`config.mk`:
```
export PLATFORM = sky130hd
export DESIGN_NAME = lac_compat_regs
export DESIGN_NICKNAME = d
export VERILOG_FILES = /design/src/core/lac_sync2.v /design/src/core/lac_compat_regs.v
export VERILOG_INCLUDE_DIRS = /design/src /design/src/include
export SDC_FILE = /design/constraint.sdc
export NUM_CORES = 1
export LEC_CHECK = 0
export ABC_AREA = 0
export BUFFER_PORTS_ARGS = -buffer_cell sky130_fd_sc_hd__buf_2
export CORE_MARGIN = 10
export CORE_UTILIZATION = 35
export DETAILED_ROUTE_END_ITERATION = 12
export SYNTH_ARGS = -nofsm -noshare
export SYNTH_HDL_FRONTEND = slang
export SYNTH_SLANG_ARGS = --single-unit
```
`constraint.sdc`:
```
create_clock -name core_clk -period 1.8 [get_ports core_clk]
set_clock_uncertainty 0.1 [all_clocks]
set_input_delay 0.09 -clock core_clk [delete_from_list [all_inputs] [get_ports core_clk]]
set_output_delay 0.09 -clock core_clk [all_outputs]
set_load 0.02 [all_outputs]
```
`src/include/lac_regs.vh`:
```
// Port addresses, field positions and reset values of the legacy compatibility ports
`ifndef LAC_REGS_VH
`define LAC_REGS_VH
`define LAC_PORT_MONO_MODE 10'h3b8
`define LAC_PORT_MONO_PRESET 10'h3b9
`define LAC_PORT_MONO_STATUS 10'h3ba
`define LAC_PORT_MONO_CLEAR 10'h3bb
`define LAC_PORT_MONO_GFX 10'h3bf
`define LAC_PORT_COLOR_MODE 10'h3d8
`define LAC_PORT_COLOR_SEL 10'h3d9
`define LAC_PORT_COLOR_STATUS 10'h3da
`define LAC_PORT_COLOR_CLEAR 10'h3db
`define LAC_PORT_COLOR_PRESET 10'h3dc
`define LAC_MODE_HIRES 0
`define LAC_MODE_GFX_OVR 1
`define LAC_MODE_80COL 0
`define LAC_MODE_GFX320 1
`define LAC_MODE_VIDEO 3
`define LAC_MODE_BW640 4
`define LAC_MODE_BLINK 5
`define LAC_MODE_PAGE 7
`define LAC_GFX_ENABLE 0
`define LAC_GFX_UPPER 1
`define LAC_SEL_ALT 4
`define LAC_SEL_PALETTE 5
`define LAC_MONO_MODE_MASK 8'hab
`define LAC_COLOR_MODE_MASK 8'h3f
`define LAC_COLOR_SEL_MASK 8'h3f
`define LAC_RESET_BYTE 8'h00
`define LAC_RESET_GFX 2'h0
`endif

```
`src/core/lac_sync2.v`:
```
// Two-stage synchroniser for a group of asynchronous levels
`timescale 1ns/1ps
module lac_sync2 #(
  parameter WIDTH = 4
) (
  core_clk,
  rst_n,
  async_in,
  sync_out
);
  input wire core_clk;
  input wire rst_n;
  input wire [WIDTH-1:0] async_in;
  output wire [WIDTH-1:0] sync_out;
  reg [WIDTH-1:0] meta_r;
  reg [WIDTH-1:0] sync_r;
  // First stage feeds only the second
  always @(posedge core_clk or negedge rst_n) begin
    if (!rst_n) begin
      meta_r <= {WIDTH{1'b0}};
      sync_r <= {WIDTH{1'b0}};
    end else begin
      meta_r <= async_in;
      sync_r <= meta_r;
    end
  end
  assign sync_out = sync_r;
endmodule // lac_sync2

```
`src/core/lac_compat_regs.v`:
```
// Legacy mono/color adapter compatibility port bank
// Notes on behaviour
// Mono mode bit 7 picks display page when override and graphics enable set.
// Bit 5 of both mode ports enables character blink.
// Bit 3 of both mode ports enables video; zero suppresses video.
// Mono bit 1 clear blocks setting graphics-enable bits, forcing alpha.
// Software writes mono bit 0 as one for high resolution.
// Graphics-enable port is two bits, used only in legacy mode.
// Graphics-enable bit 1 clear blocks host access to upper page.
// Graphics-enable bit 0 permits graphics, subject to mono override bit.
// Color mode bit 4 selects 640x200 black-and-white graphics.
// Color mode bit 1 selects 320x200 graphics over text.
// Color mode bit 0 selects 80 columns, else 40 columns.
// Color select bit 5 picks the 320x200 palette set.
// Color select bit 4 enables alternate color set / alpha background; code zeroes the alpha background when bit 4 is set.
// Color select bits 3:0 give IRGB border or background color.
// In 640x200 mode low color bits give foreground color.
// Mono status bit 7 reads zero during vertical retrace.
// Status bit 0 reads one during border or blanking.
// Color status bit 3 reads one during vertical retrace.
// Color status bit 2 reads zero while light-pen switch closed.
// Color status bit 1 shows the light-pen latch.
// Mono status bit 3 shows black-and-white video enabled.
// Ports decode only while legacy mode is selected.
// Misc output bit 0 chooses mono or color port base.
// Preset port access sets light-pen latch; clear port clears it.
// Reserved write bits ignored; reserved status bits read zero.
// All control bits clear to zero on reset.
`timescale 1ns/1ps
`include "lac_regs.vh"
module lac_compat_regs (
  core_clk,
  rst_n,
  io_addr,
  io_wdata,
  io_wr,
  io_rd,
  io_rdata,
  io_hit,
  video_select_legacy,
  misc_color_base,
  vretrace_in,
  display_enable_in,
  lpen_switch_in,
  lpen_trigger_in,
  host_mem_addr,
  host_mem_block,
  mono_text_adapter_mode,
  color_graphics_adapter_mode,
  video_enable,
  blink_enable,
  high_res,
  mono_graphics,
  display_page_b800,
  text_80col,
  graphics_320,
  graphics_640,
  palette_cyan_set,
  alt_color_set,
  border_irgb,
  background_irgb,
  foreground_irgb
);
  input wire core_clk;
  input wire rst_n;
  input wire [9:0] io_addr;
  input wire [7:0] io_wdata;
  input wire io_wr;
  input wire io_rd;
  output reg [7:0] io_rdata;
  output wire io_hit;
  input wire video_select_legacy;
  input wire misc_color_base;
  input wire vretrace_in;
  input wire display_enable_in;
  input wire lpen_switch_in;
  input wire lpen_trigger_in;
  input wire [15:0] host_mem_addr;
  output wire host_mem_block;
  output wire mono_text_adapter_mode;
  output wire color_graphics_adapter_mode;
  output reg video_enable;
  output reg blink_enable;
  output reg high_res;
  output reg mono_graphics;
  output reg display_page_b800;
  output reg text_80col;
  output reg graphics_320;
  output reg graphics_640;
  output reg palette_cyan_set;
  output reg alt_color_set;
  output reg [3:0] border_irgb;
  output reg [3:0] background_irgb;
  output reg [3:0] foreground_irgb;

  reg [7:0] mono_mode_r;
  reg [1:0] mono_gfx_r;
  reg [7:0] color_mode_r;
  reg [7:0] color_sel_r;
  reg lpen_latch_r;
  reg [1:0] mono_gfx_nxt;
  reg [7:0] io_rdata_nxt;
  wire [3:0] pin_sync;
  wire vretrace_s;
  wire de_s;
  wire lpen_sw_s;
  wire lpen_trig_s;
  wire mono_act;
  wire color_act;
  wire mono_gfx_on;

  // Port match, qualified by legacy mode and the mono/color base
  function port_match;
    input [9:0] addr;
    input [9:0] port;
    input base_ok;
    begin
      port_match = video_select_legacy && base_ok && (addr == port);
    end
  endfunction

  ////////////////////////////////////////////////////////////////////////
  // Pin synchronisation
  lac_sync2 #(
    .WIDTH(4)
  ) u_sync (
    .core_clk(core_clk),
    .rst_n(rst_n),
    .async_in({vretrace_in, display_enable_in, lpen_switch_in, lpen_trigger_in}),
    .sync_out(pin_sync)
  );
  assign vretrace_s = pin_sync[3];
  assign de_s = pin_sync[2];
  assign lpen_sw_s = pin_sync[1];
  assign lpen_trig_s = pin_sync[0];

  assign mono_act = !misc_color_base;
  assign color_act = misc_color_base;
  assign mono_text_adapter_mode = video_select_legacy & mono_act;
  assign color_graphics_adapter_mode = video_select_legacy & color_act;

  wire wr_mono_mode = io_wr && port_match(io_addr, `LAC_PORT_MONO_MODE, mono_act);
  wire wr_mono_gfx = io_wr && port_match(io_addr, `LAC_PORT_MONO_GFX, 1'b1);
  wire wr_color_mode = io_wr && port_match(io_addr, `LAC_PORT_COLOR_MODE, color_act);
  wire wr_color_sel = io_wr && port_match(io_addr, `LAC_PORT_COLOR_SEL, 1'b1);
  wire acc = io_wr || io_rd;
  wire lpen_preset = acc && (port_match(io_addr, `LAC_PORT_MONO_PRESET, mono_act) ||
    port_match(io_addr, `LAC_PORT_COLOR_PRESET, color_act));
  wire lpen_clear = acc && (port_match(io_addr, `LAC_PORT_MONO_CLEAR, mono_act) ||
    port_match(io_addr, `LAC_PORT_COLOR_CLEAR, color_act));
  wire rd_mono_st = port_match(io_addr, `LAC_PORT_MONO_STATUS, mono_act);
  wire rd_color_st = port_match(io_addr, `LAC_PORT_COLOR_STATUS, color_act);

  assign io_hit = wr_mono_mode || wr_mono_gfx || wr_color_mode || wr_color_sel ||
    lpen_preset || lpen_clear || (io_rd && (rd_mono_st || rd_color_st));

  ////////////////////////////////////////////////////////////////////////
  // Write-only ports
  // Override bit blocks setting the graphics bits; clearing is still allowed
  always @* begin
    mono_gfx_nxt = mono_gfx_r;
    if (wr_mono_gfx) begin
      if (mono_mode_r[`LAC_MODE_GFX_OVR]) begin
        mono_gfx_nxt = io_wdata[1:0];
      end else begin
        mono_gfx_nxt = mono_gfx_r & io_wdata[1:0];
      end
    end
    if (wr_mono_mode && !io_wdata[`LAC_MODE_GFX_OVR]) begin
      mono_gfx_nxt = `LAC_RESET_GFX;
    end
  end

  always @(posedge core_clk or negedge rst_n) begin
    if (!rst_n) begin
      mono_mode_r <= `LAC_RESET_BYTE;
      mono_gfx_r <= `LAC_RESET_GFX;
      color_mode_r <= `LAC_RESET_BYTE;
      color_sel_r <= `LAC_RESET_BYTE;
    end else begin
      if (wr_mono_mode) begin
        mono_mode_r <= io_wdata & `LAC_MONO_MODE_MASK;
      end
      mono_gfx_r <= mono_gfx_nxt;
      if (wr_color_mode) begin
        color_mode_r <= io_wdata & `LAC_COLOR_MODE_MASK;
      end
      if (wr_color_sel) begin
        color_sel_r <= io_wdata & `LAC_COLOR_SEL_MASK;
      end
    end
  end

  ////////////////////////////////////////////////////////////////////////
  // Light-pen latch; a trigger in the clearing cycle wins
  always @(posedge core_clk or negedge rst_n) begin
    if (!rst_n) begin
      lpen_latch_r <= 1'b0;
    end else if (lpen_preset || lpen_trig_s) begin
      lpen_latch_r <= 1'b1;
    end else if (lpen_clear) begin
      lpen_latch_r <= 1'b0;
    end
  end

  ////////////////////////////////////////////////////////////////////////
  // Status reads
  always @* begin
    io_rdata_nxt = 8'h00;
    if (io_rd && rd_mono_st) begin
      io_rdata_nxt[7] = !vretrace_s;
      io_rdata_nxt[3] = mono_mode_r[`LAC_MODE_VIDEO];
      io_rdata_nxt[0] = !de_s;
    end else if (io_rd && rd_color_st) begin
      io_rdata_nxt[3] = vretrace_s;
      io_rdata_nxt[2] = lpen_sw_s;
      io_rdata_nxt[1] = lpen_latch_r;
      io_rdata_nxt[0] = !de_s;
    end
  end

  always @(posedge core_clk or negedge rst_n) begin
    if (!rst_n) begin
      io_rdata <= 8'h00;
    end else begin
      io_rdata <= io_rdata_nxt;
    end
  end

  ////////////////////////////////////////////////////////////////////////
  // Decoded display controls
  assign mono_gfx_on = mono_mode_r[`LAC_MODE_GFX_OVR] && mono_gfx_r[`LAC_GFX_ENABLE];

  // Upper page lies at B800:0 offset 8000 in the 64 Kbyte window
  assign host_mem_block = mono_text_adapter_mode && host_mem_addr[15] &&
    !mono_gfx_r[`LAC_GFX_UPPER];

  always @(posedge core_clk or negedge rst_n) begin
    if (!rst_n) begin
      video_enable <= 1'b0;
      blink_enable <= 1'b0;
      high_res <= 1'b0;
      mono_graphics <= 1'b0;
      display_page_b800 <= 1'b0;
      text_80col <= 1'b0;
      graphics_320 <= 1'b0;
      graphics_640 <= 1'b0;
      palette_cyan_set <= 1'b0;
      alt_color_set <= 1'b0;
      border_irgb <= 4'h0;
      background_irgb <= 4'h0;
      foreground_irgb <= 4'h0;
    end else if (!video_select_legacy) begin
      video_enable <= 1'b0;
      blink_enable <= 1'b0;
      high_res <= 1'b0;
      mono_graphics <= 1'b0;
      display_page_b800 <= 1'b0;
      text_80col <= 1'b0;
      graphics_320 <= 1'b0;
      graphics_640 <= 1'b0;
      palette_cyan_set <= 1'b0;
      alt_color_set <= 1'b0;
      border_irgb <= 4'h0;
      background_irgb <= 4'h0;
      foreground_irgb <= 4'h0;
    end else if (mono_act) begin
      video_enable <= mono_mode_r[`LAC_MODE_VIDEO];
      blink_enable <= mono_mode_r[`LAC_MODE_BLINK];
      high_res <= mono_mode_r[`LAC_MODE_HIRES];
      mono_graphics <= mono_gfx_on;
      display_page_b800 <= mono_gfx_on && mono_mode_r[`LAC_MODE_PAGE];
      text_80col <= 1'b1;
      graphics_320 <= 1'b0;
      graphics_640 <= 1'b0;
      palette_cyan_set <= 1'b0;
      alt_color_set <= 1'b0;
      border_irgb <= 4'h0;
      background_irgb <= 4'h0;
      foreground_irgb <= 4'h0;
    end else begin
      video_enable <= color_mode_r[`LAC_MODE_VIDEO];
      blink_enable <= color_mode_r[`LAC_MODE_BLINK];
      high_res <= 1'b0;
      mono_graphics <= 1'b0;
      display_page_b800 <= 1'b0;
      text_80col <= color_mode_r[`LAC_MODE_80COL];
      graphics_320 <= color_mode_r[`LAC_MODE_GFX320];
      graphics_640 <= color_mode_r[`LAC_MODE_BW640];
      palette_cyan_set <= color_sel_r[`LAC_SEL_PALETTE];
      alt_color_set <= color_sel_r[`LAC_SEL_ALT];
      if (color_mode_r[`LAC_MODE_BW640]) begin
        foreground_irgb <= color_sel_r[3:0];
        border_irgb <= 4'h0;
        background_irgb <= 4'h0;
      end else if (color_mode_r[`LAC_MODE_GFX320]) begin
        border_irgb <= color_sel_r[3:0];
        background_irgb <= color_sel_r[3:0];
        foreground_irgb <= 4'h0;
      end else begin
        border_irgb <= color_sel_r[3:0];
        // Alpha background applies only with bit 4 clear; set means alternate set
        background_irgb <= !color_sel_r[`LAC_SEL_ALT] ? color_sel_r[3:0] : 4'h0;
        foreground_irgb <= 4'h0;
      end
    end
  end
endmodule // lac_compat_regs

```
==> results by group <==
Setup path
  – CP Launch Type: primary input
  – Worst path most repeated cell: buf_2
  – CP max-delay cell: nor4b_1
  – CP top delay family: simple AND/OR/NAND/NOR gates
  – Crit path capture type: output port
  – Reg-to-reg endpoint: background_irgb[0]$_DFF_PN0_
  – WP buf/inv: 2
  – CP max FO: 5
  – Critical path class: primary input to output port
  – Data required, critical path: 1610 ps
  – Worst R2R Path Depth: 3
  – Crit path DAT: 1420 ps
  – Worst r2r src: color_sel_r[4]$_DFFE_PN0P_
  – Crit-path cells: buf_2 > nand3_1 > nor4b_1 > a311oi_1 > o211ai_1 > buf_2
  – Critical path's largest stage delay: 500 ps
  – Worst R2R Setup Slack: 560 ps

Min path
  – Hold Path Depth: 4
  – Worst min-delay path class: primary input to flop
  – Hold Path End: io_rdata[7]$_DFF_PN0_
  – Min-delay src: io_rd

Global route
  – Largest net degree at the start of global routing: 31
  – Initial antenna violation count: 0
  – All-Layer GR Usage: 10.13%
  – Vias in the first global route: 1625
  – Global-route wire length before repair: 7962 microns
  – GRT overflow: 0

Synth
  – Sequential area share after synthesis: 62.79%
  – Yosys warning total: 0
  – Synthesized area: 2152 sq um
  – Post-synthesis cell type count: 44
  – Post-Syn Instances: 162
  – Area fraction of the dominant cell type after synthesis: 62.79%
  – Synth area leaders: dfrtp_1 (63%), and2_1 (4.1%), mux2_4 (3.5%)
  – Post-Syn Area per Cell: 13.28 sq um
  – Post-synth top area cell: dfrtp_1
  – Synthesis-stage register bit count: 54

Floorplan
  – Die height: 98.42 microns
  – # rows: 28
  – Core Region: 5956 sq um
  – Initial Utilization: 36.13%
  – Die area: 9686 sq um
  – Die Wd: 98.42 microns
  – Io pins: 78

Power and ir drop
  – Max VDD drop: 0.4406 mV
  – Combinational power share: 7.6%
  – Internal Power: 1.724 mW
  – Part of the power in the clock network: 37.6%
  – Switch Pwr: 0.5207 mW
  – Switch share: 23.20%
  – Reg power frac: 54.8%
  – Leakage: 1.510 nW
  – Overall power: 2.245 mW
  – Cell Pwr Density: 787.9 nW/um^2

Drt
  – Wl on met1: 2137 microns
  – WL met3: 298 microns
  – Routed Antenna Nets: 0
  – Vias: 1505
  – Initial DRC Count: 35
  – Met2 wire length: 2350 microns
  – Router iterations before antenna repair: 4
  – Vias/cell: 4.645
  – Top sig layer: met4
  – Average wire per standard cell: 15.02 microns
  – Residual DRC: 0
  – WL final: 4868 microns

Layout
  – Post-layout nets: 292
  – Share of post-route cells with drive strength above 1: 38.96%
  – Ant. Diodes: 0
  – Fin area: 2849 sq um
  – Area growth syn-to-layout: 32.38%

Clocking
  – Post-CTS setup buffer count: 0
  – Root buffer cell: clkbuf_8
  – Reg clk slew, reported paths: 100 ps
  – H-Tree Depth: 2
  – Clock sinks: 54
  – Clk buf depth: 2
  – Cts bufs inserted: 5
  – # hold bufs at CTS: 12
  – CTS tree: built
  – Worst-skew pair later-pin latency: 310 ps
  – CTS resizes: 0

Placement
  – Dpl hpwl: 3766 microns
  – Port Buf Inserts: 58
  – Final GP Congestion: 0.8361
  – Area after DPL: 2611 sq um

Timing
  – Final Hold Vio Count: 0
  – Finish-stage setup viols: 0
  – RSZ-0062 raised after global routing: false
  – Pins over their slew limit: 0
  – Max Freq: 0.6198 GHz
  – Max_slew headroom: 61.88%
  – Final period util: 89.64%
  – Slew @ Worst Pin: 571.9 ps
  – Min Tclk post-route: 1613 ps

Flow run
  – Max_cap viols: 0

Outcome
  – Status: completed
[tightest hold or removal path: cells and delay by family]
kind,cells,cell delay [ps]
buf+inv,1,110
simple gates,3,250
[cells in the mapped netlist (all sizes together)]
| library cell | count |
|---|---|
| nor3b | 2 |
| mux2 | 15 |
| o211ai | 3 |
| nand4b | 1 |
| mux2i | 2 |
| nand4 | 1 |
| nand3 | 3 |
| a22oi | 1 |
| nand2b | 3 |
| a22o | 1 |
| or4 | 2 |
| and3b | 1 |
| nor3 | 4 |
| nand2 | 6 |
| and2 | 14 |
| buf | 5 |
| dfrtp | 54 |
| a31o | 2 |
| clkbuf | 1 |
| nand4bb | 1 |
| nand3b | 1 |
| a41oi | 1 |
| conb | 1 |
| o21ai | 2 |
| a21bo | 1 |
| and3 | 7 |
| nor2b | 3 |
| inv | 4 |
| a21oi | 1 |
| a21boi | 1 |
| nor4b | 1 |
| or4b | 1 |
| or3b | 1 |
| a311oi | 1 |
| nor4 | 6 |
| nor2 | 7 |
| a31oi | 1 |
[power by group through the flow]
stage          logic [mW]  registers [mW]  clock network (mW)
6_report            0.170            1.23               0.844
5_1_grt             0.189            1.23               0.916
4_1_cts             0.172            1.23               0.870
3_5_place_dp        0.152            1.25                   0
3_3_place_gp        0.150            1.25                   0
2_1_floorplan      0.0537            1.26                   0
[layer usage]
metal,global-route usage (%),vias up
li1,-,739
met1,11.75,726
met2,16.04,35
met3,3.701,5
met4,5.292,0
met5,0,-
[worst max-delay path by stage]
stage | endpoint | depth (start not counted) | slack [ps] | start
6_report | io_hit | 6 | 190 | io_addr[8]
5_1_grt | io_hit | 6 | 80 | io_addr[8]
4_1_cts | io_hit | 7 | 200 | io_addr[2]
3_5_place_dp | mono_mode_r[1]$_DFFE_PN0P_ | 4 | -40 | io_addr[0]
3_3_place_gp | mono_mode_r[7]$_DFFE_PN0P_ | 4 | -10 | io_addr[0]
2_1_floorplan | mono_mode_r[0]$_DFFE_PN0P_ | 4 | 100 | io_addr[0]
[sequential cells by signal, summed over array words and instances, names as in the netlist, 2 cells and up]
signal and count:
mono_mode_r 5, color_mode_r 5, u_sync.meta_r 4, u_sync.sync_out 4
io_rdata 5, foreground_irgb 4, mono_gfx_r 2, border_irgb 4
background_irgb 4, color_sel_r 6
[final cells by class]
type                       count  area [sq um]
fill                         584          3107
sequential                    54          1351
multi-input combinational    100         750.7
timing repair buffer          83         520.5
tap                           75         93.84
clock buffer                   5         68.82
clock inverter                 3         48.80
inverter                       4         15.01
[cells in the final DEF, fill, tap and decap left out, types with 4 or more instances in the layout]
master	n
dlygate4sd3_1	12
nor4_1	4
dfrtp_1	54
nand2_1	6
buf_4	12
nor2_1	7
inv_1	4
nor3_1	4
and2_1	14
mux2_4	5
clkbuf_8	5
mux2_2	5
and3_1	7
buf_2	58
mux2_1	5
[per-stage QoR]
stage,TNS [ps],instances,util [%],setup WS [ps],hold slack (ps)
final,0,324,47.84,186.6,75.74
after global routing,0,324,47.84,81.70,73.37
after CTS,0,324,47.84,201.1,57.50
after detailed placement,-146.4,304,43.84,-36.13,19.20
after global placement,-61.47,304,43.84,-13.17,15.01
after floorplan,0,164,-,96.54,-305.6
[logic make-up after synthesis]
group	Yosys count	synth area share, %
multiplexers	17	9.651
AO/OA/AOI/OAI	15	5.233
flip-flops	54	62.79
buffers and inverters	10	2.674
AND/OR/NAND/NOR	65	19.48
other	1	0.1743
Note: power is estimated with default switching activity, not from simulation.
